File: src/common/pss_map.vh
// constants for the pwm startup sequencer
`ifndef PSS_MAP_VH
`define PSS_MAP_VH

`define PSS_CLK_PERIOD_NS   10
`define PSS_SHUTDOWN_DLY_NS 210000
`define PSS_SHUTDOWN_CYCLES (`PSS_SHUTDOWN_DLY_NS / `PSS_CLK_PERIOD_NS)
`define PSS_SS_CYCLES       1984
`define PSS_SS_STEPS        31
`define PSS_SS_CYC_PER_STEP 64
`define PSS_REF_W           5
`define PSS_DIV_HALF        2
`define PSS_DIV_QUARTER     4

`define PSS_ST_LOCKOUT      2'h0
`define PSS_ST_SOFTSTART    2'h1
`define PSS_ST_RUN          2'h2
`define PSS_ST_SHUTDOWN     2'h3

`endif

File: src/rtl/pss_top.v
// startup sequencing, pwm latch and soft-start of the controller
//
// Function
// the first oscillator pulse of each switching cycle, with pwm comparator low, sets gate drive on
// pwm comparator high turns gate drive off for the rest of cycle
// current-limit comparator high ends the on-cycle regardless of pwm
// nothing runs until enable threshold input reads above 1.23V
// during lockout, comparators, oscillator gating and driver stay disabled
// bootstrap variant needs supply above 21.6V to enable switching
// non-bootstrap variant starts at supply above 9.5V and enable high
// bootstrap variant drops to lockout when supply falls below 9.74V
// after bootstrap lockout, full startup with fresh soft-start repeats
// enable falling below 1.17V keeps switching 210us, then stops
// flag is released while enable high, pulled low at once when low
// flag follows only the enable input, never the supply lockout
// soft-start begins only when all lockout conditions are released
// reference climbs 0 to full scale over 1984 switching cycles
// half-rate variant: fsw = fosc/2, on-time at most 50%
// quarter-rate variant: fsw = fosc/4, on-time at most 75%
// variant and divide are parameters; thresholds enter synchronised
`timescale 1ns/1ps
`include "pss_map.vh"

module pss_top #(
	parameter BOOTSTRAP   = 1,
	parameter DIVIDE      = `PSS_DIV_HALF,
	parameter SHUTDOWN_CY = `PSS_SHUTDOWN_CYCLES
) (
	// clock and reset
	input  wire                  CLOCK,
	input  wire                  SYS_RST,
	// oscillator pulse, one cycle per oscillator period
	input  wire                  OSC_PULSE,
	// comparator results from the analog side
	input  wire                  ENABLE_ABOVE,
	input  wire                  SUPPLY_ABOVE_START,
	input  wire                  SUPPLY_ABOVE_BOOT_HI,
	input  wire                  SUPPLY_ABOVE_BOOT_LO,
	input  wire                  PWM_COMPARATOR,
	input  wire                  CURRENT_LIMIT_COMPARATOR,
	// outputs
	output reg                   GATE_DRIVE_OUT,
	output wire                  UNDERVOLTAGE_FLAG_OUT,
	output wire                  UNDERVOLTAGE_FLAG_OE_N,
	output wire                  OSC_ENABLE,
	output wire                  COMPARATOR_ENABLE,
	output reg  [`PSS_REF_W-1:0] SOFTSTART_REF,
	output reg  [1:0]            LOCKOUT_STATE
);
	// ------------------------------------------------------------
	// input synchronisers
	// ------------------------------------------------------------
	wire en_s;
	wire sup_start_s;
	wire boot_hi_s;
	wire boot_lo_s;
	wire pwm_s;
	wire current_limit_comparator_s;
	// every comparator result is asynchronous to the clock, so each one
	// passes two flops; the oscillator tick is already on this clock
	wire [5:0] raw_in = {ENABLE_ABOVE, SUPPLY_ABOVE_START, SUPPLY_ABOVE_BOOT_HI,
		SUPPLY_ABOVE_BOOT_LO, PWM_COMPARATOR, CURRENT_LIMIT_COMPARATOR};
	wire [5:0] sync_out;
	genvar gi;
	generate
		for (gi = 0; gi < 6; gi = gi + 1) begin : g_sync
			pss_sync u_sync (
				.clk  (CLOCK),
				.rst  (SYS_RST),
				.din  (raw_in[gi]),
				.dout (sync_out[gi])
			);
		end
	endgenerate
	assign {en_s, sup_start_s, boot_hi_s, boot_lo_s, pwm_s, current_limit_comparator_s} = sync_out;

	// ------------------------------------------------------------
	// supply lockout
	// ------------------------------------------------------------
	// hysteresis lives in the two analog thresholds; a latch holds between them
	reg  boot_ok;
	wire supply_ok = (BOOTSTRAP != 0) ? boot_ok : sup_start_s;

	always @(posedge CLOCK) begin
		if (SYS_RST)
			boot_ok <= 1'b0;
		else if (!boot_lo_s)
			boot_ok <= 1'b0;
		else if (boot_hi_s && sup_start_s)
			boot_ok <= 1'b1;
	end

	// ------------------------------------------------------------
	// sequencer
	// ------------------------------------------------------------
	// 16 bits hold the default delay; a longer delay needs a wider counter
	localparam SHD_W = 16;
	localparam integer SHD_LAST_I  = SHUTDOWN_CY - 1;
	localparam integer STEP_LAST_I = `PSS_SS_CYC_PER_STEP - 1;
	localparam integer REF_TOP_I   = `PSS_SS_STEPS;
	// integer results cut to the counter widths on purpose
	localparam [SHD_W-1:0]      SHD_LAST  = SHD_LAST_I[SHD_W-1:0];
	localparam [5:0]            STEP_LAST = STEP_LAST_I[5:0];
	localparam [`PSS_REF_W-1:0] REF_TOP   = REF_TOP_I[`PSS_REF_W-1:0];

	reg [SHD_W-1:0] shd_cnt;
	reg [5:0]       step_cnt;
	reg [1:0]       next_state;
	wire            running = (LOCKOUT_STATE == `PSS_ST_SOFTSTART) ||
	                          (LOCKOUT_STATE == `PSS_ST_RUN) ||
	                          (LOCKOUT_STATE == `PSS_ST_SHUTDOWN);
	wire            sw_end;

	// supply loss drops straight to lockout with no delay; enable loss
	// runs the shutdown delay first so the flag leads the driver stop
	always @* begin
		next_state = LOCKOUT_STATE;
		case (LOCKOUT_STATE)
			`PSS_ST_LOCKOUT: begin
				if (en_s && supply_ok)
					next_state = `PSS_ST_SOFTSTART;
			end
			`PSS_ST_SOFTSTART, `PSS_ST_RUN: begin
				if (!supply_ok)
					next_state = `PSS_ST_LOCKOUT;
				else if (!en_s)
					next_state = `PSS_ST_SHUTDOWN;
				else if (LOCKOUT_STATE == `PSS_ST_SOFTSTART && SOFTSTART_REF == REF_TOP)
					next_state = `PSS_ST_RUN;
			end
			`PSS_ST_SHUTDOWN: begin
				if (!supply_ok || shd_cnt == SHD_LAST)
					next_state = `PSS_ST_LOCKOUT;
			end
			default: next_state = `PSS_ST_LOCKOUT;
		endcase
	end

	always @(posedge CLOCK) begin
		if (SYS_RST) begin
			LOCKOUT_STATE <= `PSS_ST_LOCKOUT;
			shd_cnt       <= {SHD_W{1'b0}};
			step_cnt      <= 6'h00;
			SOFTSTART_REF <= {`PSS_REF_W{1'b0}};
		end else begin
			LOCKOUT_STATE <= next_state;
			if (LOCKOUT_STATE == `PSS_ST_SHUTDOWN)
				shd_cnt <= shd_cnt + 1'b1;
			else
				shd_cnt <= {SHD_W{1'b0}};
			// each lockout restarts the ramp from zero
			if (LOCKOUT_STATE == `PSS_ST_LOCKOUT) begin
				step_cnt      <= 6'h00;
				SOFTSTART_REF <= {`PSS_REF_W{1'b0}};
			end else if (sw_end && SOFTSTART_REF != REF_TOP) begin
				// 31 steps of 64 cycles give the 1984-cycle staircase
				if (step_cnt == STEP_LAST) begin
					step_cnt      <= 6'h00;
					SOFTSTART_REF <= SOFTSTART_REF + 1'b1;
				end else begin
					step_cnt <= step_cnt + 1'b1;
				end
			end
		end
	end

	assign OSC_ENABLE        = running;
	assign COMPARATOR_ENABLE = running;

	// ------------------------------------------------------------
	// oscillator divider and pwm latch
	// ------------------------------------------------------------
	reg  [1:0] phase;
	wire [1:0] phase_last = (DIVIDE == `PSS_DIV_QUARTER) ? 2'h3 : 2'h1;
	wire       sw_start   = running && OSC_PULSE && (phase == 2'h0);
	wire       max_duty   = running && OSC_PULSE && (phase == phase_last);
	assign     sw_end     = max_duty;

	// the phase only advances while running, so every start opens with
	// a full on-phase rather than a leftover fraction of a period
	always @(posedge CLOCK) begin
		if (SYS_RST || !running)
			phase <= 2'h0;
		else if (OSC_PULSE)
			phase <= (phase == phase_last) ? 2'h0 : phase + 1'b1;
	end

	// off causes outrank the set, so a tick that meets an active
	// comparator never opens a pulse; comparators reach the latch
	// two clocks late, which bounds how short a pulse can be
	always @(posedge CLOCK) begin
		if (SYS_RST || !running)
			GATE_DRIVE_OUT <= 1'b0;
		else if (current_limit_comparator_s)
			GATE_DRIVE_OUT <= 1'b0;
		else if (pwm_s)
			GATE_DRIVE_OUT <= 1'b0;
		else if (max_duty)
			GATE_DRIVE_OUT <= 1'b0;
		else if (sw_start)
			GATE_DRIVE_OUT <= 1'b1;
	end

	// ------------------------------------------------------------
	// open-drain undervoltage flag
	// ------------------------------------------------------------
	// enable only, so the secondary side sees it ahead of the 210us stop
	assign UNDERVOLTAGE_FLAG_OUT  = 1'b0;
	assign UNDERVOLTAGE_FLAG_OE_N = en_s;
endmodule // pss_top

File: src/rtl/pss_sync.v
// two-flop synchroniser for one comparator result
`timescale 1ns/1ps
module pss_sync (
	// clock and reset
	input  wire clk,
	input  wire rst,
	// data
	input  wire din,
	output reg  dout
);
	reg meta;

	always @(posedge clk) begin
		if (rst) begin
			meta <= 1'b0;
			dout <= 1'b0;
		end else begin
			meta <= din;
			dout <= meta;
		end
	end
endmodule // pss_sync

File: config.mk
export PLATFORM = sky130hd
export DESIGN_NAME = pss_top
export DESIGN_NICKNAME = d
export VERILOG_FILES = /design/src/rtl/pss_top.v /design/src/rtl/pss_sync.v
export VERILOG_INCLUDE_DIRS = /design/src /design/src/common
export SDC_FILE = /design/constraint.sdc
export NUM_CORES = 1
export LEC_CHECK = 0
export ABC_AREA = 1
export BUFFER_PORTS_ARGS = -buffer_cell sky130_fd_sc_hd__buf_2
export CAP_MARGIN = 20
export CELL_PAD_IN_SITES_DETAIL_PLACEMENT = 1
export CELL_PAD_IN_SITES_GLOBAL_PLACEMENT = 1
export CORE_ASPECT_RATIO = 2
export CORE_MARGIN = 5
export CORE_UTILIZATION = 38
export DETAILED_ROUTE_END_ITERATION = 16
export GPL_ROUTABILITY_DRIVEN = 0
export GPL_TIMING_DRIVEN = 0
export PLACE_DENSITY_LB_ADDON = 0.25
export SYNTH_ARGS = -nofsm -noshare
export SYNTH_HDL_FRONTEND = slang
export SYNTH_HIERARCHICAL = 1
export SYNTH_SLANG_ARGS = --single-unit
File: constraint.sdc
create_clock -name CLOCK -period 1.46 [get_ports CLOCK]
set_input_delay 0.219 -clock CLOCK [delete_from_list [all_inputs] [get_ports CLOCK]]
set_output_delay 0.219 -clock CLOCK [all_outputs]
set_load 0.005 [all_outputs]
==> results of run 1 <==
## what timing repair did
action / in CTS / in global routing
hold buffers: 0 / 0
setup endpoints to repair: 14 / 23
resized for setup: 20 / 13
pin swaps: 8 / 5
setup buffers: 6 / 2
## layout make-up
| cell class | count | area, um2 |
|---|---|---|
| Buffer | 3 | 26.3 |
| Clock buffer | 6 | 82.6 |
| Clock inverter | 2 | 13.8 |
| Fill cell | 651 | 2670 |
| Inverter | 47 | 186 |
| Multi-Input combinational cell | 182 | 1020 |
| Sequential cell | 45 | 910 |
| Tap cell | 58 | 72.6 |
| Timing Repair Buffer | 27 | 159 |
## worst reg2reg max path: stages (launching register included)
cell and delay [ns]:
dfxtp_4 0.37, ha_4 0.16, inv_2 0.04, nor3_2 0.03, ha_2 0.20, nor2_4 0.22
inv_4 0.09, nor2_4 0.11, nand2_1 0.06, nand2_1 0.06, nand2_1 0.05, nor2_1 0.07
## power by group through the flow
stage	logic [W]	registers [W]	clock network, W
finish	0.000601	0.00131	0.000825
global route	0.000681	0.00131	0.000920
CTS	0.000597	0.00130	0.000856
detailed placement	0.000494	0.00134	0
global placement	0.000472	0.00134	0
floorplan	0.000332	0.00134	0
## logic make-up after synthesis
group	Yosys count	synth area share, %
AOI/OAI and AO/OA	28	7.38
xor gates and xnor gates	4	1.74
adders and majority gates	9	5.58
buffers and inverters	50	9.86
DFF	45	44.6
other	1	0.186
and+or+nand+nor	140	30.6
## metrics by stage
| stage | setup slack (ns) | power, W | hold WS [ns] | cells | utilization [%] |
|---|---|---|---|---|---|
| 2_1_floorplan | 0.00101 | 0.00167 | 0.290 | 277 | - |
| 3_3_place_gp | -0.165 | 0.00181 | 0.384 | 354 | 42.9 |
| 3_5_place_dp | -0.209 | 0.00184 | 0.386 | 354 | 42.9 |
| 4_1_cts | -0.0686 | 0.00275 | 0.115 | 368 | 47.0 |
| 5_1_grt | -0.169 | 0.00292 | 0.115 | 370 | 48.0 |
| 6_report | -0.0607 | 0.00273 | 0.119 | 370 | 48.0 |
## worst paths after layout
path,slack (ns),end
worst max register to register,-0.06,step_cnt[5]$_SDFFE_PP0P_
worst min-delay path,0.12,g_sync[1].u_sync/meta$_SDFF_PP0_
worst min register to register,0.40,GATE_DRIVE_OUT$_SDFFE_PP0P_
worst max-delay path,-0.06,step_cnt[5]$_SDFFE_PP0P_
## per-layer routing
layer / vias up / global-route usage (%)
met1: 846 / 12.5
met3: 12 / 2.51
met5: - / 0
li1: 917 / -
met2: 13 / 31.0
met4: 0 / 6.37
## sequential cells by signal, summed over array words and instances (netlist names)
name / count
shd_cnt: 16
boot_ok: 1
phase: 2
LOCKOUT_STATE: 2
g_sync.u_sync/meta: 6
g_sync.u_sync/dout: 6
GATE_DRIVE_OUT: 1
SOFTSTART_REF: 5
step_cnt: 6
## placed cells by master, fill, tap and decap left out, types with 5 or more instances in the layout
cell type and count:
dfxtp_1 40, a21oi_1 12, o21ai_0 7, clkbuf_8 6
buf_4 9, inv_1 41, buf_2 19, nand2_1 47
nand2_2 5, nor2_4 6, nor2_1 56, nand3_1 10
==> run metrics, run 1 <==
layout cell share with drive strength beyond 1=25.3%; Diodes inserted=0; WHS Path Cells=3; final instance area=2470 um2; Largest delay share family, worst path=simple AND/OR/NAND/NOR gates; first-pass GRT wire length=8.01 mm; sequential element share of the synthesized area=44.6%; Worst Path Max Fanout=6; CP bufs+invs=2; clock root buffer master=clkbuf_8; Clk network pwr share=30.2%; Core Area=5140 um2; initial cell density of the core=roughly 39%; Layout area overhead=22.2%; Tcrit/Tclk final=104%; peak supply drop=0.000632 V; top-count cell post-synth=nor2_1; largest net degree at the start of global routing=16; Routed WL per cell=12.5 um; Worst EP arrival=around 1.8 ns; area share of the largest cell type after synthesis=around 45%; Sink Count=45; worst min path class=in2reg; kind of critical path=reg2reg; CTS tree=built; Switching Share=29.6%; # DRC=0; worst setup path start=SOFTSTART_REF[0]$_SDFFE_PP0P_; row cnt=37; Clock Latency Late Sink=0.30 ns; P_sw=roughly 0.0008 W; CTS Buf Count=5; Synth top cells by count=nor2_1 (61), nand2_1 (49), dfxtp_1 (45), inv_1 (45), a21oi_1 (13); EDFF count, synth=0; worst r2r src=SOFTSTART_REF[0]$_SDFFE_PP0P_; Critical Path Stages=11; Slowest-stage cell, CP=dfxtp_4; total gr overflow=0; number of global-route vias before repair=~1900; H-tree depth=2; violated checks=setup timing; Nets=329; synthesized area per cell=approximately 7.3 um2; ys flop type=dfxtp_1; Die Wd=61.5 um; DIE HEIGHT=113 um; Hold Startpoint=PWM_COMPARATOR; status=finished, violations left; Net Count, Synth=295; synthesis-stage register bit count=45; met3 wire len=80 um; I/O Buffers=19; Post-synth ARST share=0%; total track usage=15.1%; endpoint type of the worst setup path=flop; final hold violation count=0; Reg2Reg Depth=11; DRT iter0 DRCs=50; largest cells by area after synthesis=dfxtp_1 (45%), nor2_1 (11%), nand2_1 (9.1%), inv_1 (8.4%), ha_1 (5.6%); Synth Cell Area=2020 um2; area leader, netlist=dfxtp_1; vias per inst=4.83; Max clock buf depth=2; largest stage delay on the critical path=0.37 ns; WL met1=about 1.5 mm; total negative slack=-0.273 ns; antenna violations before repair=0; Worst Setup Start Kind=flop; via count=1788; final worst setup slack=-0.0607 ns; Yosys cell types=27; Crit path top cell by count=nand2_1; Max-Cap Viols=0; Final Max Slew Viols=0; CP cell instances=ha_4 -> inv_2 -> nor3_2 -> ha_2 -> nor2_4 -> inv_4 -> nor2_4 -> nand2_1 -> nand2_1 -> nand2_1 -> nor2_1; DRT Pass-1 Iters=3; uppermost layer routed=met4; Tmin final=1.52 ns; total wire length=4.64 mm; DIE AREA=6960 um2; Syn Inst Count=277; Pwr Density=1110 nW/um2; IO Pins=21; cell-internal power=0.00192 W; Flop pwr share=a little under half; met2 wire length=2.89 mm; fmax=658 MHz; Routed Antenna Nets=0; Placed Area=2210 um2; clock skew=0.00721 ns; RSZ-0062 raised after global routing=yes; Setup Viol. Count Final=7; combinational fraction of design power=22.0%; WP data required=1.70 ns; HPWL after DPL=3.58 mm; Synthesis Warnings=6; Worst-path clk slew=about 0.090 ns; Leakage=1.09 nW
Note: power is estimated with default switching activity, not from simulation.
==> run 2, diff against run 1 <==
CORE_UTILIZATION = 42   (was 38)
clock period = 1.7 ns   (was 1.46 ns; I/O delays follow)
==> run metrics, run 2 (same netlist as run 1, synthesis figures left out) <==
status=finished, final reports clean (was finished, violations left); Setup Viol. Count Final=0 (was 7); WHS Path Cells=3 (unchanged); Placed Area=2180 um2 (was 2210 um2); worst r2r src=LOCKOUT_STATE[0]$_SDFFE_PP0P_ (was SOFTSTART_REF[0]$_SDFFE_PP0P_); Max clock buf depth=2 (unchanged); Worst-path clk slew=0.09 ns (about the same); Largest delay share family, worst path=simple AND/OR/NAND/NOR gates (unchanged); Reg2Reg Depth=11 (unchanged); DIE AREA=6380 um2 (was 6960 um2); CP bufs+invs=2 (unchanged); layout cell share with drive strength beyond 1=19.9% (was 25.3%); peak supply drop=0.000668 V (was 0.000632 V); initial cell density of the core=43.5% (was 39.3%); Routed Antenna Nets=0 (unchanged); Worst Setup Start Kind=flop (unchanged); Final Max Slew Viols=0 (unchanged); row cnt=35 (was 37); Power Total=0.00252 W (was 0.00273 W); via count=1755 (was 1788); I/O Buffers=19 (unchanged); antenna violations before repair=0 (unchanged); Leakage=1.07 nW (was 1.09 nW); sequential cell area=913 um2 (was 910 um2); RSZ-0062 raised after global routing=yes (unchanged); Sink Count=45 (unchanged); Worst EP arrival=1.81 ns (was 1.76 ns); hold buffer count at cts=0 (unchanged); number of global-route vias before repair=1806 (was 1934); Slowest-stage cell, CP=dfxtp_4 (unchanged); commonest non-fill, non-tap cell in the layout=nor2_1 (unchanged); Tmin final=1.57 ns (was 1.52 ns); Clock Latency Late Sink=0.30 ns (about the same); H-tree depth=2 (unchanged); CTS Buf Count=5 (unchanged); worst min path class=in2reg (unchanged); multi-input logic area=980 um2 (was 1020 um2); largest stage delay on the critical path=0.37 ns (about the same); fill count=625 (was 651); total gr overflow=0 (unchanged); first-pass GRT wire length=7.72 mm (was 8.01 mm); Die Wd=59.0 um (was 61.5 um); Worst R2R End=step_cnt[5]$_SDFFE_PP0P_ (unchanged); DRT iter0 DRCs=37 (was 50); CP cell instances=inv_1 -> ha_2 -> nor2_4 -> nand2_2 -> nor2_4 -> inv_4 -> nor2_4 -> nand2_1 -> nand2_1 -> nand2_1 -> nor2_1 (was ha_4 -> inv_2 -> nor3_2 -> ha_2 -> nor2_4 -> inv_4 -> nor2_4 -> nand2_1 -> nand2_1 -> nand2_1 -> nor2_1); final instance area=2410 um2 (was 2470 um2); total wire length=4.56 mm (was 4.64 mm); Core Area=4640 um2 (was 5140 um2); internal reg-to-reg setup slack=0.13 ns (was -0.06 ns); final hold violation count=0 (unchanged); clock skew=0.00441 ns (was 0.00721 ns); Nets=323 (was 329); vias per inst=4.86 (was 4.83); # DRC=0 (unchanged); kind of critical path=reg2reg (unchanged); max reg flops=16 (unchanged); Worst Path Max Fanout=6 (unchanged); DRT Pass-1 Iters=4 (was 3); CTS tree=built (unchanged); total track usage=15.9% (was 15.1%); largest net degree at the start of global routing=16 (unchanged); WP data required=1.94 ns (was 1.70 ns); Pwr Density=1050 nW/um2 (was 1110 nW/um2); DIE HEIGHT=108 um (was 113 um); most flop-heavy register=shd_cnt (unchanged); Tcrit/Tclk final=92.5% (was 104%); Layout area overhead=19.3% (was 22.2%); Critical Path Stages=11 (unchanged); Hold Startpoint=PWM_COMPARATOR (unchanged); HPWL after DPL=3.36 mm (was 3.58 mm); Hold EP=g_sync[1].u_sync/meta$_SDFF_PP0_ (unchanged); commonest cells after routing, fill and taps aside=nor2_1 (60), nand2_1 (47), inv_1 (44), dfxtp_1 (41), buf_2 (19) (was nor2_1 (56), nand2_1 (47), inv_1 (41), dfxtp_1 (40), buf_2 (19)); endpoint type of the worst setup path=flop (unchanged); Routed WL per cell=12.6 um (was 12.5 um); fmax=636 MHz (was 658 MHz); IO Pins=21 (unchanged); clock root buffer master=clkbuf_8 (unchanged); Max-Cap Viols=0 (unchanged); Diodes inserted=0 (unchanged)
## run 2: changes by cell type in the layout (fill, tap and decap cells not counted), moves of 3 or more
cell	delta
buf_4	-4
dfxtp_2	-3
inv_1	+3
inv_4	-3
nor2_1	+4
nor2_2	-3
o21ai_0	+3
## run 2: metal layers
metal	wire length (um)	up-vias	track usage [%]
li1	-	900	-
met1	1620	832	15.1
met2	2770	17	31.9
met3	88	6	2.51
met4	81	0	5.83
met5	0	-	0
## run 2: power breakdown
part | leakage, nW | internal (W) | switching (W)
Combinational | 0.634 | 0.000185 | 0.000254
Clock | 0.0681 | 0.000584 | 0.000371
Sequential | 0.368 | 0.00110 | 0.0000309
## run 2: what timing repair did
item                                   4_1_cts  5_1_grt
setup endpoints to repair                    9       11
gates resized for setup                      7       16
endpoints found under the hold margin        0        0
pin swaps                                    1        5
buffers inserted                             0        2
## run 2: metrics by stage
step	setup slack (ns)	hold WS (ns)	util, %	TNS [ns]	std cells
after floorplan	0.185	0.326	-	0	277
after global placement	-0.0707	0.380	47.0	-0.0893	351
after detailed placement	-0.0939	0.386	47.0	-0.195	351
after CTS	0.00204	0.152	50.1	0	359
after global routing	-0.0469	0.155	51.9	-0.0752	361
final	0.128	0.159	51.9	0	361
## run 2: tightest hold or removal path: cells and delay by family
family	cells	cell delay (ns)
and+or+nand+nor	1	0.03
buffers and inverters	2	0.14
## run 2: how the worst max path moves through the flow
stage	start	endpoint	slack [ns]
floorplan	LOCKOUT_STATE[0]$_SDFFE_PP0P_	SOFTSTART_REF[2]$_SDFFE_PP0P_	0.19
global placement	LOCKOUT_STATE[0]$_SDFFE_PP0P_	SOFTSTART_REF[2]$_SDFFE_PP0P_	-0.07
detailed placement	LOCKOUT_STATE[0]$_SDFFE_PP0P_	SOFTSTART_REF[2]$_SDFFE_PP0P_	-0.09
CTS	LOCKOUT_STATE[0]$_SDFFE_PP0P_	step_cnt[5]$_SDFFE_PP0P_	0.002
global route	step_cnt[0]$_SDFFE_PP0P_	SOFTSTART_REF[2]$_SDFFE_PP0P_	-0.05
finish	LOCKOUT_STATE[0]$_SDFFE_PP0P_	step_cnt[5]$_SDFFE_PP0P_	0.13
## run 2: layout make-up
class                           count  share of cell area (%)
Multi-Input combinational cell    182                    40.7
Buffer                              3                   0.936
Inverter                           47                    7.43
Sequential cell                    45                    37.9
Clock inverter                      3                    2.70
Clock buffer                        5                    2.86
Tap cell                           55                    2.86
Timing Repair Buffer               21                    4.57
==> run 3, diff against run 2 <==
ABC_AREA = 0   (was 1)
CORE_UTILIZATION = 44   (was 42)
==> run metrics, run 3 <==
largest stage delay on the critical path=0.37 ns (about the same); row cnt=34 (was 35); I/O Buffers=19 (unchanged); worst rel slew slack=65.1%; Leakage=0.860 nW (was 1.07 nW); Tcrit/Tclk final=109% (was 92.5%); total track usage=16.6% (was 15.9%); synthesized area per cell=9.21 um2 (was 7.29 um2); commonest non-fill, non-tap cell in the layout=dfxtp_1 (was nor2_1); DIE HEIGHT=105 um (was 108 um); Layout Utilization=56.1% (was 51.9%); EDFF count, synth=0 (unchanged); Routed WL per cell=14.9 um (was 12.6 um); Synth Cell Area=1970 um2 (was 2020 um2); antenna violations before repair=0 (unchanged); ys flop type=dfxtp_1 (unchanged); Clock Latency Late Sink=0.30 ns (about the same); DRT Pass-1 Iters=4 (unchanged); Worst Path Max Fanout=6 (unchanged); Max clock buf depth=2 (unchanged); Crit path top cell by count=ha_4; peak supply drop=0.000652 V (was 0.000668 V); total negative slack=-0.990 ns (was 0 ns); clock root buffer master=clkbuf_8 (unchanged); actual slew at the worst max-slew pin=around 0.52 ns; CP cell instances=ha_4 -> and3_4 -> ha_4 -> nor2b_4 -> nand4_1 -> buf_6 -> or3_1 -> a21oi_1 (was inv_1 -> ha_2 -> nor2_4 -> nand2_2 -> nor2_4 -> inv_4 -> nor2_4 -> nand2_1 -> nand2_1 -> nand2_1 -> nor2_1); violated checks=setup timing; fmax=539 MHz (was 636 MHz); Post-synth ARST share=0% (unchanged); first-pass GRT wire length=7.83 mm (was 7.72 mm); area share of the largest cell type after synthesis=45.7% (was 44.6%); RSZ-0062 raised after global routing=yes (unchanged); endpoint type of the worst setup path=flop (unchanged); area leader, netlist=dfxtp_1 (unchanged); worst setup path start=SOFTSTART_REF[1]$_SDFFE_PP0P_ (was LOCKOUT_STATE[0]$_SDFFE_PP0P_); Sink Count=45 (unchanged); largest cells by area after synthesis=dfxtp_1 (46%), xnor2_1 (5.8%), ha_1 (5.7%), nor2b_1 (4.4%), nor2_1 (3.4%) (was dfxtp_1 (45%), nor2_1 (11%), nand2_1 (9.1%), inv_1 (8.4%), ha_1 (5.6%)); Synthesis Warnings=6 (unchanged); final hold violation count=0 (unchanged); vias per inst=5.31 (was 4.86); largest net degree at the start of global routing=16 (unchanged); sequential element share of the synthesized area=45.7% (was 44.6%); synthesis-stage register bit count=45 (unchanged); initial cell density of the core=45.4% (was 43.5%); Net Count, Synth=232 (was 295); max reg flops=16 (unchanged); CTS Buf Count=5 (unchanged); worst min path class=in2reg (unchanged); Pwr Density=777 nW/um2 (was 1050 nW/um2); commonest cells after routing, fill and taps aside=dfxtp_1 (41), buf_2 (19), nor2_1 (17) (was nor2_1 (60), nand2_1 (47), inv_1 (44), dfxtp_1 (41), buf_2 (19)); Max-Cap Viols=0 (unchanged); WP data required=1.93 ns (was 1.94 ns); Synth top cells by count=dfxtp_1 (45), nor2_1 (18), nor2b_1 (14) (was nor2_1 (61), nand2_1 (49), dfxtp_1 (45), inv_1 (45), a21oi_1 (13)); Die Wd=57.3 um (was 59.0 um); fill count=522 (was 625); total wire length=4.55 mm (was 4.56 mm); total gr overflow=0 (unchanged); Layout area overhead=23.5% (was 19.3%); Yosys cell types=37 (was 27); Worst EP arrival=2.08 ns (was 1.81 ns); Final Max Slew Viols=0 (unchanged); DRT iter0 DRCs=26 (was 37); IO Pins=21 (unchanged); top-count cell post-synth=dfxtp_1 (was nor2_1); HPWL after DPL=3.27 mm (was 3.36 mm); Diodes inserted=0 (unchanged); multi-input logic area=1120 um2 (was 980 um2); clock skew=0.00525 ns (was 0.00441 ns); Worst Setup Start Kind=flop (unchanged); hold buffer count at cts=0 (unchanged); DIE AREA=6000 um2 (was 6380 um2); number of global-route vias before repair=1770 (was 1806); Nets=269 (was 323); most flop-heavy register=shd_cnt (unchanged); status=finished, violations left (was finished, final reports clean); final worst setup slack=-0.155 ns (was 0.128 ns); layout cell share with drive strength beyond 1=27.0% (was 19.9%); sequential cell area=913 um2 (unchanged); H-tree depth=2 (unchanged); Syn Inst Count=214 (was 277); Slowest-stage cell, CP=dfxtp_4 (unchanged); Setup Viol. Count Final=11 (was 0); Hold Startpoint=SUPPLY_ABOVE_BOOT_LO (was PWM_COMPARATOR); Core Area=4340 um2 (was 4640 um2); Tmin final=1.86 ns (was 1.57 ns); CTS tree=built (unchanged); Routed Antenna Nets=0 (unchanged); # DRC=0 (unchanged); via count=1626 (was 1755); Worst-path clk slew=0.09 ns (about the same); worst r2r src=SOFTSTART_REF[1]$_SDFFE_PP0P_ (was LOCKOUT_STATE[0]$_SDFFE_PP0P_); kind of critical path=reg2reg (unchanged)
## run 3: cell count changes after synthesis, moves of 4 or more
cell / previous run / this run
nand2_1: 49 / 13
xnor2_1: 1 / 13
or3_1: 0 / 7
nor2b_1: 0 / 14
inv_1: 45 / 8
nand2_2: 4 / 0
nor3_1: 2 / 9
nor2_1: 61 / 18
clkbuf_1: 0 / 5
## run 3: power by group
group	switching (W)	internal (W)	total, W
registers	0.00000896	0.00107	0.00108
logic	0.0000735	0.0000723	0.000146
clock network	0.000381	0.000290	0.000671
## run 3: final timing paths
path / end / slack [ns] / cells past startpoint
min reg2reg: GATE_DRIVE_OUT$_SDFFE_PP0P_ / 0.40 / 1
max reg2reg: SOFTSTART_REF[0]$_SDFFE_PP0P_ / -0.16 / 8
max: SOFTSTART_REF[0]$_SDFFE_PP0P_ / -0.16 / 8
min: g_sync[2].u_sync/meta$_SDFF_PP0_ / 0.16 / 2
## run 3: cell type report
class / instances / share of cell area [%]
Multi-Input combinational cell: 154 / 45.9
Sequential cell: 45 / 37.5
Timing Repair Buffer: 30 / 7.45
Clock buffer: 5 / 2.82
Tap cell: 54 / 2.77
Buffer: 7 / 1.44
Inverter: 8 / 1.23
Clock inverter: 3 / 0.873
## run 3: cells by family (layout without fill, tap and decap cells)
family / after synthesis / count (layout) / share of synthesized area (%)
XOR/XNOR: 16 / 16 / 7.11
buffers and inverters: 15 / 53 / 3.24
AO/OA/AOI/OAI: 28 / 28 / 7.99
other: 1 / 1 / 0.190
adder cells (fa/ha/maj): 9 / 9 / 5.71
AND/OR/NAND/NOR: 100 / 100 / 30.1
flip-flops: 45 / 45 / 45.7
## run 3: worst max-delay path: cells and delay by family (launching register included)
kind            cells  cell delay, ns
flops               1            0.37
simple gates        4            0.80
buf+inv             1            0.17
fa+ha+maj           2            0.33
compound gates      1            0.12
## run 3: timing repair
action                                  4_1_cts  5_1_grt
gates resized for setup                       8       11
pin swaps                                     7        4
endpoints found under the setup margin       12       22
buffers inserted                              8        3
## run 3: per-layer routing
metal  share of wire, %  global-route usage (%)  up-vias
met1                 34                    14.5      773
met4                3.5                    8.13        0
met5                  0                       0        -
met2                 60                    33.4       24
met3                2.2                    3.46       13
li1                   -                       -      816
## run 3: through the flow
| stage | hold slack [ns] | worst slack, ns | std cells | instance area [um2] | power [W] |
|---|---|---|---|---|---|
| after floorplan | 0.327 | -0.00383 | 214 | 2020 | 0.00117 |
| after global placement | 0.376 | -0.228 | 287 | 2180 | 0.00121 |
| after detailed placement | 0.390 | -0.270 | 287 | 2180 | 0.00122 |
| after CTS | 0.152 | -0.138 | 303 | 2380 | 0.00191 |
| after global routing | 0.156 | -0.221 | 306 | 2440 | 0.00199 |
| final | 0.160 | -0.155 | 306 | 2440 | 0.00189 |
